==> config.mk <==
export PLATFORM = sky130hd
export DESIGN_NAME = cpet_timer
export DESIGN_NICKNAME = d
export VERILOG_FILES = /design/src/design/cpet_pkg.sv /design/src/design/cpet_timer.sv /design/src/design/cpet_pin_sync.sv
export SDC_FILE = /design/constraint.sdc
export NUM_CORES = 1
export LEC_CHECK = 0
export BUFFER_PORTS_ARGS = -buffer_cell sky130_fd_sc_hd__buf_2
export CAP_MARGIN = 15
export CORE_UTILIZATION = 55
export DETAILED_ROUTE_END_ITERATION = 16
export PLACE_DENSITY_LB_ADDON = 0.3
export SLEW_MARGIN = 20
export SYNTH_ARGS = -nofsm -noshare
export SYNTH_HDL_FRONTEND = slang
export SYNTH_SLANG_ARGS = --single-unit
==> constraint.sdc <==
create_clock -name clk_i -period 3.4 [get_ports clk_i]
set_clock_uncertainty 0.15 [all_clocks]
set_input_delay 0.68 -clock clk_i [delete_from_list [all_inputs] [get_ports clk_i]]
set_output_delay 0.68 -clock clk_i [all_outputs]
set_load 0.1 [all_outputs]
==> src/design/cpet_pkg.sv <==
// Constants and layouts of the capture, PWM and event timer
// What this block does
// - capture edge copies timer count into register
// - pin A loads register A, pin B register B
// - edge polarity chosen separately per pin
// - capture edges: bit1 for A, bit3 for B
// - mode bits decode event, PWM, capture
// - each pin trigger sets its pending flag
// - enable A gates the A-side request
// - enable B gates the B-side request
// - capture underflow sets run/underflow bit
// - enable A also gates capture underflow request
// - run bit starts or stops PWM/event counting
// - every instance identical, own pins and registers
// - PWM reloads A first, then B, A alternately
// - event mode counts pin A edges, B rising flags
package cpet_pkg;
  localparam int CLK_PERIOD_NS = 20;
  localparam int TC_PERIOD_NS = 1000;
  localparam int TC_DIV = TC_PERIOD_NS / CLK_PERIOD_NS;
  localparam logic [5:0] TC_LAST = 6'(TC_DIV - 1);
  localparam logic [5:0] DIV_ONE = 6'h01;
  localparam logic [15:0] CNT_ONE = 16'h0001;
  localparam logic [15:0] CNT_ZERO = 16'h0000;
  localparam logic [15:0] CNT_WRAP = 16'hFFFF;
  localparam logic [3:0] ADR_CTRL = 4'h0;
  localparam logic [3:0] ADR_COUNT = 4'h4;
  localparam logic [3:0] ADR_REG_A = 4'h8;
  localparam logic [3:0] ADR_REG_B = 4'hC;
  localparam int B_ENB = 0;
  localparam int B_PNDB = 1;
  localparam int B_ENA = 2;
  localparam int B_PNDA = 3;
  localparam int B_RUN = 4;
  localparam int B_M1 = 5;
  localparam int B_M2 = 6;
  localparam int B_M3 = 7;
endpackage

==> src/design/cpet_timer.sv <==
// Timer block with PWM, event counting and dual capture
`timescale 1ns/100ps
module cpet_timer
  import cpet_pkg::*;
(
  input wire logic clk_i,
  input wire logic rst_i,
  input wire logic cyc_i,
  input wire logic stb_i,
  input wire logic we_i,
  input wire logic [3:0] adr_i,
  input wire logic [3:0] sel_i,
  input wire logic [31:0] dat_i,
  output logic [31:0] dat_o,
  output logic ack_o,
  input wire logic timer_pin_a_i,
  output logic timer_pin_a_o,
  output logic timer_pin_a_oe_o,
  input wire logic timer_pin_b_i,
  output logic irq_a_o,
  output logic irq_b_o
);
  typedef struct packed {
    logic [15:0] count;
    logic [15:0] reg_a;
    logic [15:0] reg_b;
    logic run_or_underflow_bit;
    logic mode_sel_bit1;
    logic mode_sel_bit2;
    logic mode_sel_bit3;
    logic pending_flag_a;
    logic pending_flag_b;
    logic irq_enable_a;
    logic irq_enable_b;
    logic next_is_b;
    logic pin_a;
    logic pin_oe;
    logic irq_a;
    logic irq_b;
    logic ack;
    logic [31:0] dat;
    logic [5:0] div;
  } cpet_state_s;

  cpet_state_s q, d;

  logic a_rise, a_fall, b_rise, b_fall;
  logic tick, cap_mode, pwm_mode, evt_mode;
  logic dec, uflow, edge_a, edge_b;
  logic set_a, set_b, set_run;
  logic req, wr, wr_ctrl, wr_cnt, wr_ra, wr_rb;
  logic [7:0] ctrl_rd;

  cpet_pin_sync u_sync_a (
    .clk_i(clk_i),
    .rst_i(rst_i),
    .pin_i(timer_pin_a_i),
    .rise_o(a_rise),
    .fall_o(a_fall)
  );

  cpet_pin_sync u_sync_b (
    .clk_i(clk_i),
    .rst_i(rst_i),
    .pin_i(timer_pin_b_i),
    .rise_o(b_rise),
    .fall_o(b_fall)
  );

  always_comb begin
    d = q;
    set_a = 1'b0;
    set_b = 1'b0;
    set_run = 1'b0;
    ctrl_rd = {q.mode_sel_bit3, q.mode_sel_bit2, q.mode_sel_bit1,
               q.run_or_underflow_bit, q.pending_flag_a, q.irq_enable_a,
               q.pending_flag_b, q.irq_enable_b};

    // Instruction cycle enable from the system clock
    tick = (q.div == TC_LAST);
    d.div = tick ? '0 : q.div + DIV_ONE;

    cap_mode = q.mode_sel_bit2;
    pwm_mode = !q.mode_sel_bit2 && q.mode_sel_bit3;
    evt_mode = !q.mode_sel_bit2 && !q.mode_sel_bit3;

    // Capture runs free; other modes obey the run bit
    if (cap_mode) begin
      dec = tick;
    end else if (pwm_mode) begin
      dec = q.run_or_underflow_bit && tick;
    end else begin
      dec = q.run_or_underflow_bit
            && (q.mode_sel_bit1 ? a_fall : a_rise);
    end
    uflow = dec && (q.count == CNT_ZERO);
    if (dec) begin
      d.count = q.count - CNT_ONE;
    end

    if (uflow) begin
      if (cap_mode) begin
        d.count = CNT_WRAP;
        set_run = 1'b1;
      end else if (pwm_mode) begin
        d.count = q.next_is_b ? q.reg_b : q.reg_a;
        set_a = !q.next_is_b;
        set_b = q.next_is_b;
        d.next_is_b = !q.next_is_b;
        if (q.mode_sel_bit1) begin
          d.pin_a = !q.pin_a;
        end
      end else begin
        // Event counter restarts its period from register A
        d.count = q.reg_a;
        set_a = 1'b1;
      end
    end
    // A restart always begins with a register A reload
    if (!pwm_mode || !q.run_or_underflow_bit) begin
      d.next_is_b = 1'b0;
    end
    d.pin_oe = pwm_mode && q.mode_sel_bit1;

    edge_a = q.mode_sel_bit1 ? a_fall : a_rise;
    edge_b = q.mode_sel_bit3 ? b_fall : b_rise;
    if (cap_mode && edge_a) begin
      d.reg_a = q.count;
      set_a = 1'b1;
    end
    if (cap_mode && edge_b) begin
      d.reg_b = q.count;
      set_b = 1'b1;
    end
    if (evt_mode && b_rise) begin
      set_b = 1'b1;
    end

    // Registered-ack slave; ack comes one cycle after the request, write lands with ack
    req = cyc_i && stb_i;
    d.ack = req && !q.ack;
    wr = req && we_i && q.ack;
    wr_ctrl = wr && (adr_i == ADR_CTRL) && sel_i[0];
    wr_cnt = wr && (adr_i == ADR_COUNT);
    wr_ra = wr && (adr_i == ADR_REG_A);
    wr_rb = wr && (adr_i == ADR_REG_B);
    if (wr_cnt) begin
      if (sel_i[0]) d.count[7:0] = dat_i[7:0];
      if (sel_i[1]) d.count[15:8] = dat_i[15:8];
    end
    if (wr_ra) begin
      if (sel_i[0]) d.reg_a[7:0] = dat_i[7:0];
      if (sel_i[1]) d.reg_a[15:8] = dat_i[15:8];
    end
    if (wr_rb) begin
      if (sel_i[0]) d.reg_b[7:0] = dat_i[7:0];
      if (sel_i[1]) d.reg_b[15:8] = dat_i[15:8];
    end
    if (wr_ctrl) begin
      d.irq_enable_b = dat_i[B_ENB];
      d.pending_flag_b = dat_i[B_PNDB];
      d.irq_enable_a = dat_i[B_ENA];
      d.pending_flag_a = dat_i[B_PNDA];
      d.run_or_underflow_bit = dat_i[B_RUN];
      d.mode_sel_bit1 = dat_i[B_M1];
      d.mode_sel_bit2 = dat_i[B_M2];
      d.mode_sel_bit3 = dat_i[B_M3];
    end
    // Hardware set wins over a software clear in the same cycle
    d.pending_flag_a = d.pending_flag_a || set_a;
    d.pending_flag_b = d.pending_flag_b || set_b;
    d.run_or_underflow_bit = d.run_or_underflow_bit || set_run;

    if (req && !q.ack && !we_i) begin
      unique case (adr_i)
        ADR_CTRL: d.dat = {24'h000000, ctrl_rd};
        ADR_COUNT: d.dat = {16'h0000, q.count};
        ADR_REG_A: d.dat = {16'h0000, q.reg_a};
        ADR_REG_B: d.dat = {16'h0000, q.reg_b};
        default: d.dat = 32'h00000000;
      endcase
    end

    d.irq_a = q.irq_enable_a && (q.pending_flag_a
              || (cap_mode && q.run_or_underflow_bit));
    d.irq_b = q.irq_enable_b && q.pending_flag_b;
  end

  always_ff @(posedge clk_i) begin
    if (rst_i) begin
      q <= '0;
    end else begin
      q <= d;
    end
  end

  // Same module per instance; bench instantiates one
  assign dat_o = q.dat;
  assign ack_o = q.ack;
  assign timer_pin_a_o = q.pin_a;
  assign timer_pin_a_oe_o = q.pin_oe;
  assign irq_a_o = q.irq_a;
  assign irq_b_o = q.irq_b;

  property p_capture_a;
    @(posedge clk_i) disable iff (rst_i)
    cap_mode && edge_a && !wr_ra |=> q.reg_a == $past(q.count);
  endproperty
  a_capture_a: assert property (p_capture_a)
    else $error("register A missed capture");

  property p_capture_b;
    @(posedge clk_i) disable iff (rst_i)
    cap_mode && edge_b && !wr_rb |=> q.reg_b == $past(q.count)
      && q.pending_flag_b;
  endproperty
  a_capture_b: assert property (p_capture_b)
    else $error("register B missed capture");

  property p_wrap;
    @(posedge clk_i) disable iff (rst_i)
    cap_mode && uflow && !wr_cnt |=> q.count == CNT_WRAP
      && q.run_or_underflow_bit;
  endproperty
  a_wrap: assert property (p_wrap)
    else $error("capture underflow wrong");

  property p_pwm_order;
    @(posedge clk_i) disable iff (rst_i)
    pwm_mode && uflow && !q.next_is_b && !wr_cnt
      |=> q.count == $past(q.reg_a) && q.pending_flag_a && q.next_is_b;
  endproperty
  a_pwm_order: assert property (p_pwm_order)
    else $error("PWM reload order wrong");

  property p_stopped;
    @(posedge clk_i) disable iff (rst_i)
    !cap_mode && !q.run_or_underflow_bit && !wr_cnt |=> $stable(q.count);
  endproperty
  a_stopped: assert property (p_stopped)
    else $error("stopped timer moved");

  property p_event_count;
    @(posedge clk_i) disable iff (rst_i)
    evt_mode && q.run_or_underflow_bit && a_rise && !q.mode_sel_bit1
      && q.count != CNT_ZERO && !wr_cnt
      |=> q.count == $past(q.count) - CNT_ONE;
  endproperty
  a_event_count: assert property (p_event_count)
    else $error("event edge not counted");

  property p_irq_a;
    @(posedge clk_i) disable iff (rst_i)
    !q.irq_enable_a |=> !irq_a_o;
  endproperty
  a_irq_a: assert property (p_irq_a)
    else $error("A request while disabled");

  property p_irq_a_uf;
    @(posedge clk_i) disable iff (rst_i)
    q.irq_enable_a && cap_mode && q.run_or_underflow_bit |=> irq_a_o;
  endproperty
  a_irq_a_uf: assert property (p_irq_a_uf)
    else $error("underflow request missing");

  property p_irq_b;
    @(posedge clk_i) disable iff (rst_i)
    q.irq_enable_b && q.pending_flag_b |=> irq_b_o;
  endproperty
  a_irq_b: assert property (p_irq_b)
    else $error("B request missing");

  property p_set_wins;
    @(posedge clk_i) disable iff (rst_i)
    set_a |=> q.pending_flag_a ##1 (q.pending_flag_a || $past(wr_ctrl));
  endproperty
  a_set_wins: assert property (p_set_wins)
    else $error("flag A set was lost");

  property p_pwm_order_b;
    @(posedge clk_i) disable iff (rst_i)
    pwm_mode && uflow && q.next_is_b && !wr_cnt
      |=> q.count == $past(q.reg_b) && q.pending_flag_b && !q.next_is_b;
  endproperty
  a_pwm_order_b: assert property (p_pwm_order_b)
    else $error("PWM reload from B wrong");

  property p_pwm_toggle;
    @(posedge clk_i) disable iff (rst_i)
    pwm_mode && uflow && q.mode_sel_bit1
      |=> timer_pin_a_o != $past(timer_pin_a_o);
  endproperty
  a_pwm_toggle: assert property (p_pwm_toggle)
    else $error("PWM pin did not toggle");

  property p_event_b;
    @(posedge clk_i) disable iff (rst_i)
    evt_mode && b_rise |=> q.pending_flag_b;
  endproperty
  a_event_b: assert property (p_event_b)
    else $error("pin B rise not flagged");

  property p_event_no_drive;
    @(posedge clk_i) disable iff (rst_i)
    evt_mode |=> !timer_pin_a_oe_o;
  endproperty
  a_event_no_drive: assert property (p_event_no_drive)
    else $error("pin A driven in event mode");
endmodule

==> src/design/cpet_pin_sync.sv <==
// Three-stage pin synchroniser with agreed-level edge pulses
`timescale 1ns/100ps
module cpet_pin_sync
  import cpet_pkg::*;
(
  input wire logic clk_i,
  input wire logic rst_i,
  input wire logic pin_i,
  output logic rise_o,
  output logic fall_o
);
  typedef struct packed {
    logic s1;
    logic s2;
    logic s3;
    logic lvl;
    logic rise;
    logic fall;
    logic v1;
    logic v2;
    logic v3;
    logic armed;
  } cpet_sync_s;

  cpet_sync_s q, d;

  always_comb begin
    d = q;
    d.s1 = pin_i;
    d.s2 = q.s1;
    d.s3 = q.s2;
    d.rise = 1'b0;
    d.fall = 1'b0;
    d.v1 = 1'b1;
    d.v2 = q.v1;
    d.v3 = q.v2;
    // Change counts only once stages two and three agree
    if (q.s2 == q.s3) begin
      if (!q.armed) begin
        // First settled level is no edge: a pin may idle high
        d.lvl = q.s3;
        d.armed = q.v3;
      end else if (q.s3 != q.lvl) begin
        d.lvl = q.s3;
        d.rise = q.s3;
        d.fall = !q.s3;
      end
    end
  end

  always_ff @(posedge clk_i) begin
    if (rst_i) begin
      q <= '0;
    end else begin
      q <= d;
    end
  end

  assign rise_o = q.rise;
  assign fall_o = q.fall;
endmodule

==> results by group <==
Outcome
  – Status: finished, final reports clean

Timing
  – Period minus WS final: 2937 ps
  – Unrepaired setup endpoints after global routing: no
  – Final Hold Fails: 0
  – Slew Limit Fails: 0
  – Final setup TNS: 0 ps
  – Final Cycle Share: 0.8637
  – Slew HR: 0.2987
  – Fmax achieved: 0.3405 GHz
  – Setup violators final: 0
  – Tightest Pin Transition: 1048 ps

Final layout
  – Ant. Diodes: 0
  – Non-Filler Instances: 813
  – Area delta synth->final: 6.577%
  – Cell area after layout: 5859 um2
  – Layout Nets: 727
  – Fin util: 0.6022
  – Share of layout cells above drive strength 1: 0.1559
  – # fillers: 902

Synth
  – Syn_area_per_cell: 8.292 um2
  – Synth top area cells: dfxtp_1 (37%), nor2_1 (7.1%), mux2i_1 (6.7%), a211oi_1 (5.2%), a21oi_1 (4.7%)
  – Register area share after synthesis: 0.3678
  – Flops & latches, synth: 101
  – Synth area leader: dfxtp_1
  – Post-synth EDFFs: 0
  – Yosys top cell area share: 0.3678
  – Async SR Flop Fraction: 0
  – Synthesized area: 5498 um2
  – Primary FF master, synth: dfxtp_1
  – Post-synth cell types: 69
  – Cells after Synth: 663
  – Synth warn: 0

Die
  – Core footprint: 9729 um2
  – Die area: 10400 um2
  – Die X: 102.0 um
  – Die H: 102.0 um
  – Io pins: 84
  – Num rows: 36
  – Initial Util: 0.5651

Place
  – HPWL after detailed placement: 11.16 mm
  – Placed cells: 797
  – Placed Area: 5667 um2
  – Port Buf Inserts: 49
  – Gpl congestion: 1.008

CTS
  – CTS Buffer Depth: 2
  – Clk slew on worst S/H paths: 100 ps
  – H-tree depth: 3
  – CTS tree: done
  – Number of buffers created by CTS: 9
  – Post-CTS Hold Fix Bufs: 0
  – Clock insertion delay at the later pin of the skew report: 380 ps
  – Clock Sinks: 101
  – Root Driver: clkbuf_8
  – Postcts setup bufs: 0
  – Resize count post-CTS: 0

Route
  – Metal3 WL: 1.033 mm
  – ANT nets after route: 0
  – Met2 wire length: 7.309 mm
  – DRT met1 WL: 6.694 mm
  – WL final: 15.59 mm
  – Vias per cell: 6.359
  – Top sig layer: met4
  – DR WL/cell: 19.18 um
  – Vias: 5170
  – Initial DRT Pass Iterations: 7
  – DRT iter0 DRCs: 390
  – DRC Markers: 0

Critical path
  – Kind of critical path: register to register
  – Max incr delay on CP: 520 ps
  – Critical path endpoint: q[98]$_SDFF_PP0_
  – Worst R2R Start: q[84]$_SDFF_PP0_
  – Crit-path max FO: 9
  – Critical Path Source: q[84]$_SDFF_PP0_
  – Reg2reg path depth: 7
  – Crit path launch type: register
  – CP Capture Type: register
  – Slowest-stage cell, CP: or3b_2
  – RR Endpoint: q[98]$_SDFF_PP0_
  – Req. time, crit path: 3550 ps
  – R2R Setup Slk: 460 ps
  – WP data arrival: 3080 ps
  – Worst-path cell chain: inv_1, ha_1, or3b_2, or3_4, a211oi_4, o21ai_0, a311oi_1

Global routing
  – First-pass GRT wire length: 24.33 mm
  – Initial antenna violation count: 0
  – Gr usage total: 0.3057
  – Vias in the first global route: 4691
  – Overflow left after global routing: 0
  – Largest net degree at the start of global routing: 48

Job
  – Max cap viols: 0

Power and ir drop
  – Leakage power total: 2.370 nW
  – PwrDens: 364.9 nW/um2
  – Peak supply drop: 0.0004428 V

Min path
  – Hold Path Class: register to register
[cell type report]
type	count	area, um2	share of cell area
clock inverter	7	68.82	0.01174
inverter	11	41.29	0.007047
multi-input combinational	485	3057	0.5217
timing repair buffer	67	380.4	0.06492
tap	133	166.4	0.02840
sequential	101	2022	0.3451
clock buffer	9	123.9	0.02114
[logic make-up after synthesis]
family                   share of synthesized area
adder cells (fa/ha/maj)                    0.01138
AO/OA/AOI/OAI                               0.2303
multiplexers                               0.07146
other                                    0.0006821
flip-flops                                  0.3678
AND/OR/NAND/NOR                             0.2162
buffers and inverters                      0.08944
XOR/XNOR                                   0.01275
[Yosys cell counts, types with 9 or more instances]
cell	instances
nor2b_1	10
o21ai_0	14
a22oi_1	24
clkbuf_1	34
nand3_1	18
mux2i_1	37
a21oi_1	52
inv_1	11
dfxtp_1	101
buf_2	9
nor3_1	9
a211oi_1	38
buf_4	32
nor2_1	104
nand2_1	33
[critical path, delay by kind of cell (launching register included)]
family                     cells  cell delay (ps)
and+or+nand+nor                2              950
AOI/OAI and AO/OA              3              770
adders and majority gates      1              410
DFF                            1              400
buffers and inverters          1              170
[layer usage]
metal  global-route usage  vias up
met1               0.3961     2497
met2               0.4832      235
met3              0.06019       44
met5                    0        -
met4               0.1582        0
li1                     -     2394
[sequential cells by signal, summed over array words and instances, names as in the netlist]
signal and count:
q 55, dat_o 16, ctrl_rd 7, u_sync_a.d 4
u_sync_a.q 4, u_sync_b.q 3, u_sync_b.d 2, ack_o 1
cap_mode 1, irq_a_o 1, irq_b_o 1, timer_pin_a_o 1
timer_pin_a_oe_o 1, u_sync_a.fall_o 1, u_sync_a.rise_o 1, u_sync_b.fall_o 1
u_sync_b.rise_o 1
[report_power, final]
part           internal, mW  switching (mW)
clock network         0.285           0.468
registers              1.19         0.00909
logic                0.0371           0.145
total                  1.52           0.622
[worst min-delay path by stage]
| stage | start | to | slack, ps | cells past startpoint |
|---|---|---|---|---|
| floorplan | u_sync_a.d[2]$_DFF_P_ | u_sync_a.d[1]$_SDFF_PP0_ | 260 | 1 |
| global placement | u_sync_a.d[8]$_SDFF_PP0_ | u_sync_a.d[7]$_SDFF_PP0_ | 270 | 1 |
| detailed placement | u_sync_a.d[8]$_SDFF_PP0_ | u_sync_a.d[7]$_SDFF_PP0_ | 280 | 1 |
| CTS | u_sync_a.d[8]$_SDFF_PP0_ | u_sync_a.d[7]$_SDFF_PP0_ | 300 | 1 |
| global route | u_sync_a.d[8]$_SDFF_PP0_ | u_sync_a.d[7]$_SDFF_PP0_ | 320 | 1 |
| finish | u_sync_a.d[8]$_SDFF_PP0_ | u_sync_a.d[7]$_SDFF_PP0_ | 300 | 1 |
[through the flow]
step           power (mW)  worst slack (ps)  hold slack (ps)
3_5_place_dp        1.411             548.3            275.4
4_1_cts             2.147             509.0            300.8
5_1_grt             2.213             315.9            316.0
6_report            2.138             463.3            297.6
2_1_floorplan       1.376             750.2            263.8
3_3_place_gp        1.405             593.1            269.0
[placed cells by master, fill, tap and decap left out, types with 3 or more instances in the layout]
cell	count
a2111oi_0	5
a211o_1	4
a211oi_1	38
a21oi_1	52
a22oi_1	24
a311oi_1	5
a31oi_1	5
and2_1	3
and3_1	7
buf_2	49
buf_4	18
clkbuf_8	9
conb_1	16
dfxtp_1	101
ha_1	5
inv_1	11
mux2i_1	37
nand2_1	33
nand2b_1	6
nand3_1	18
nand3b_1	3
nor2_1	104
nor2b_1	10
nor3_1	9
nor3b_1	4
nor4_1	8
nor4b_2	4
o211ai_1	3
o21ai_0	13
o221ai_1	3
o22ai_1	4
o2bb2ai_1	3
o31ai_1	4
or2_2	3
or3_1	5
xnor2_1	6
Power figures use the tool's default switching activity.
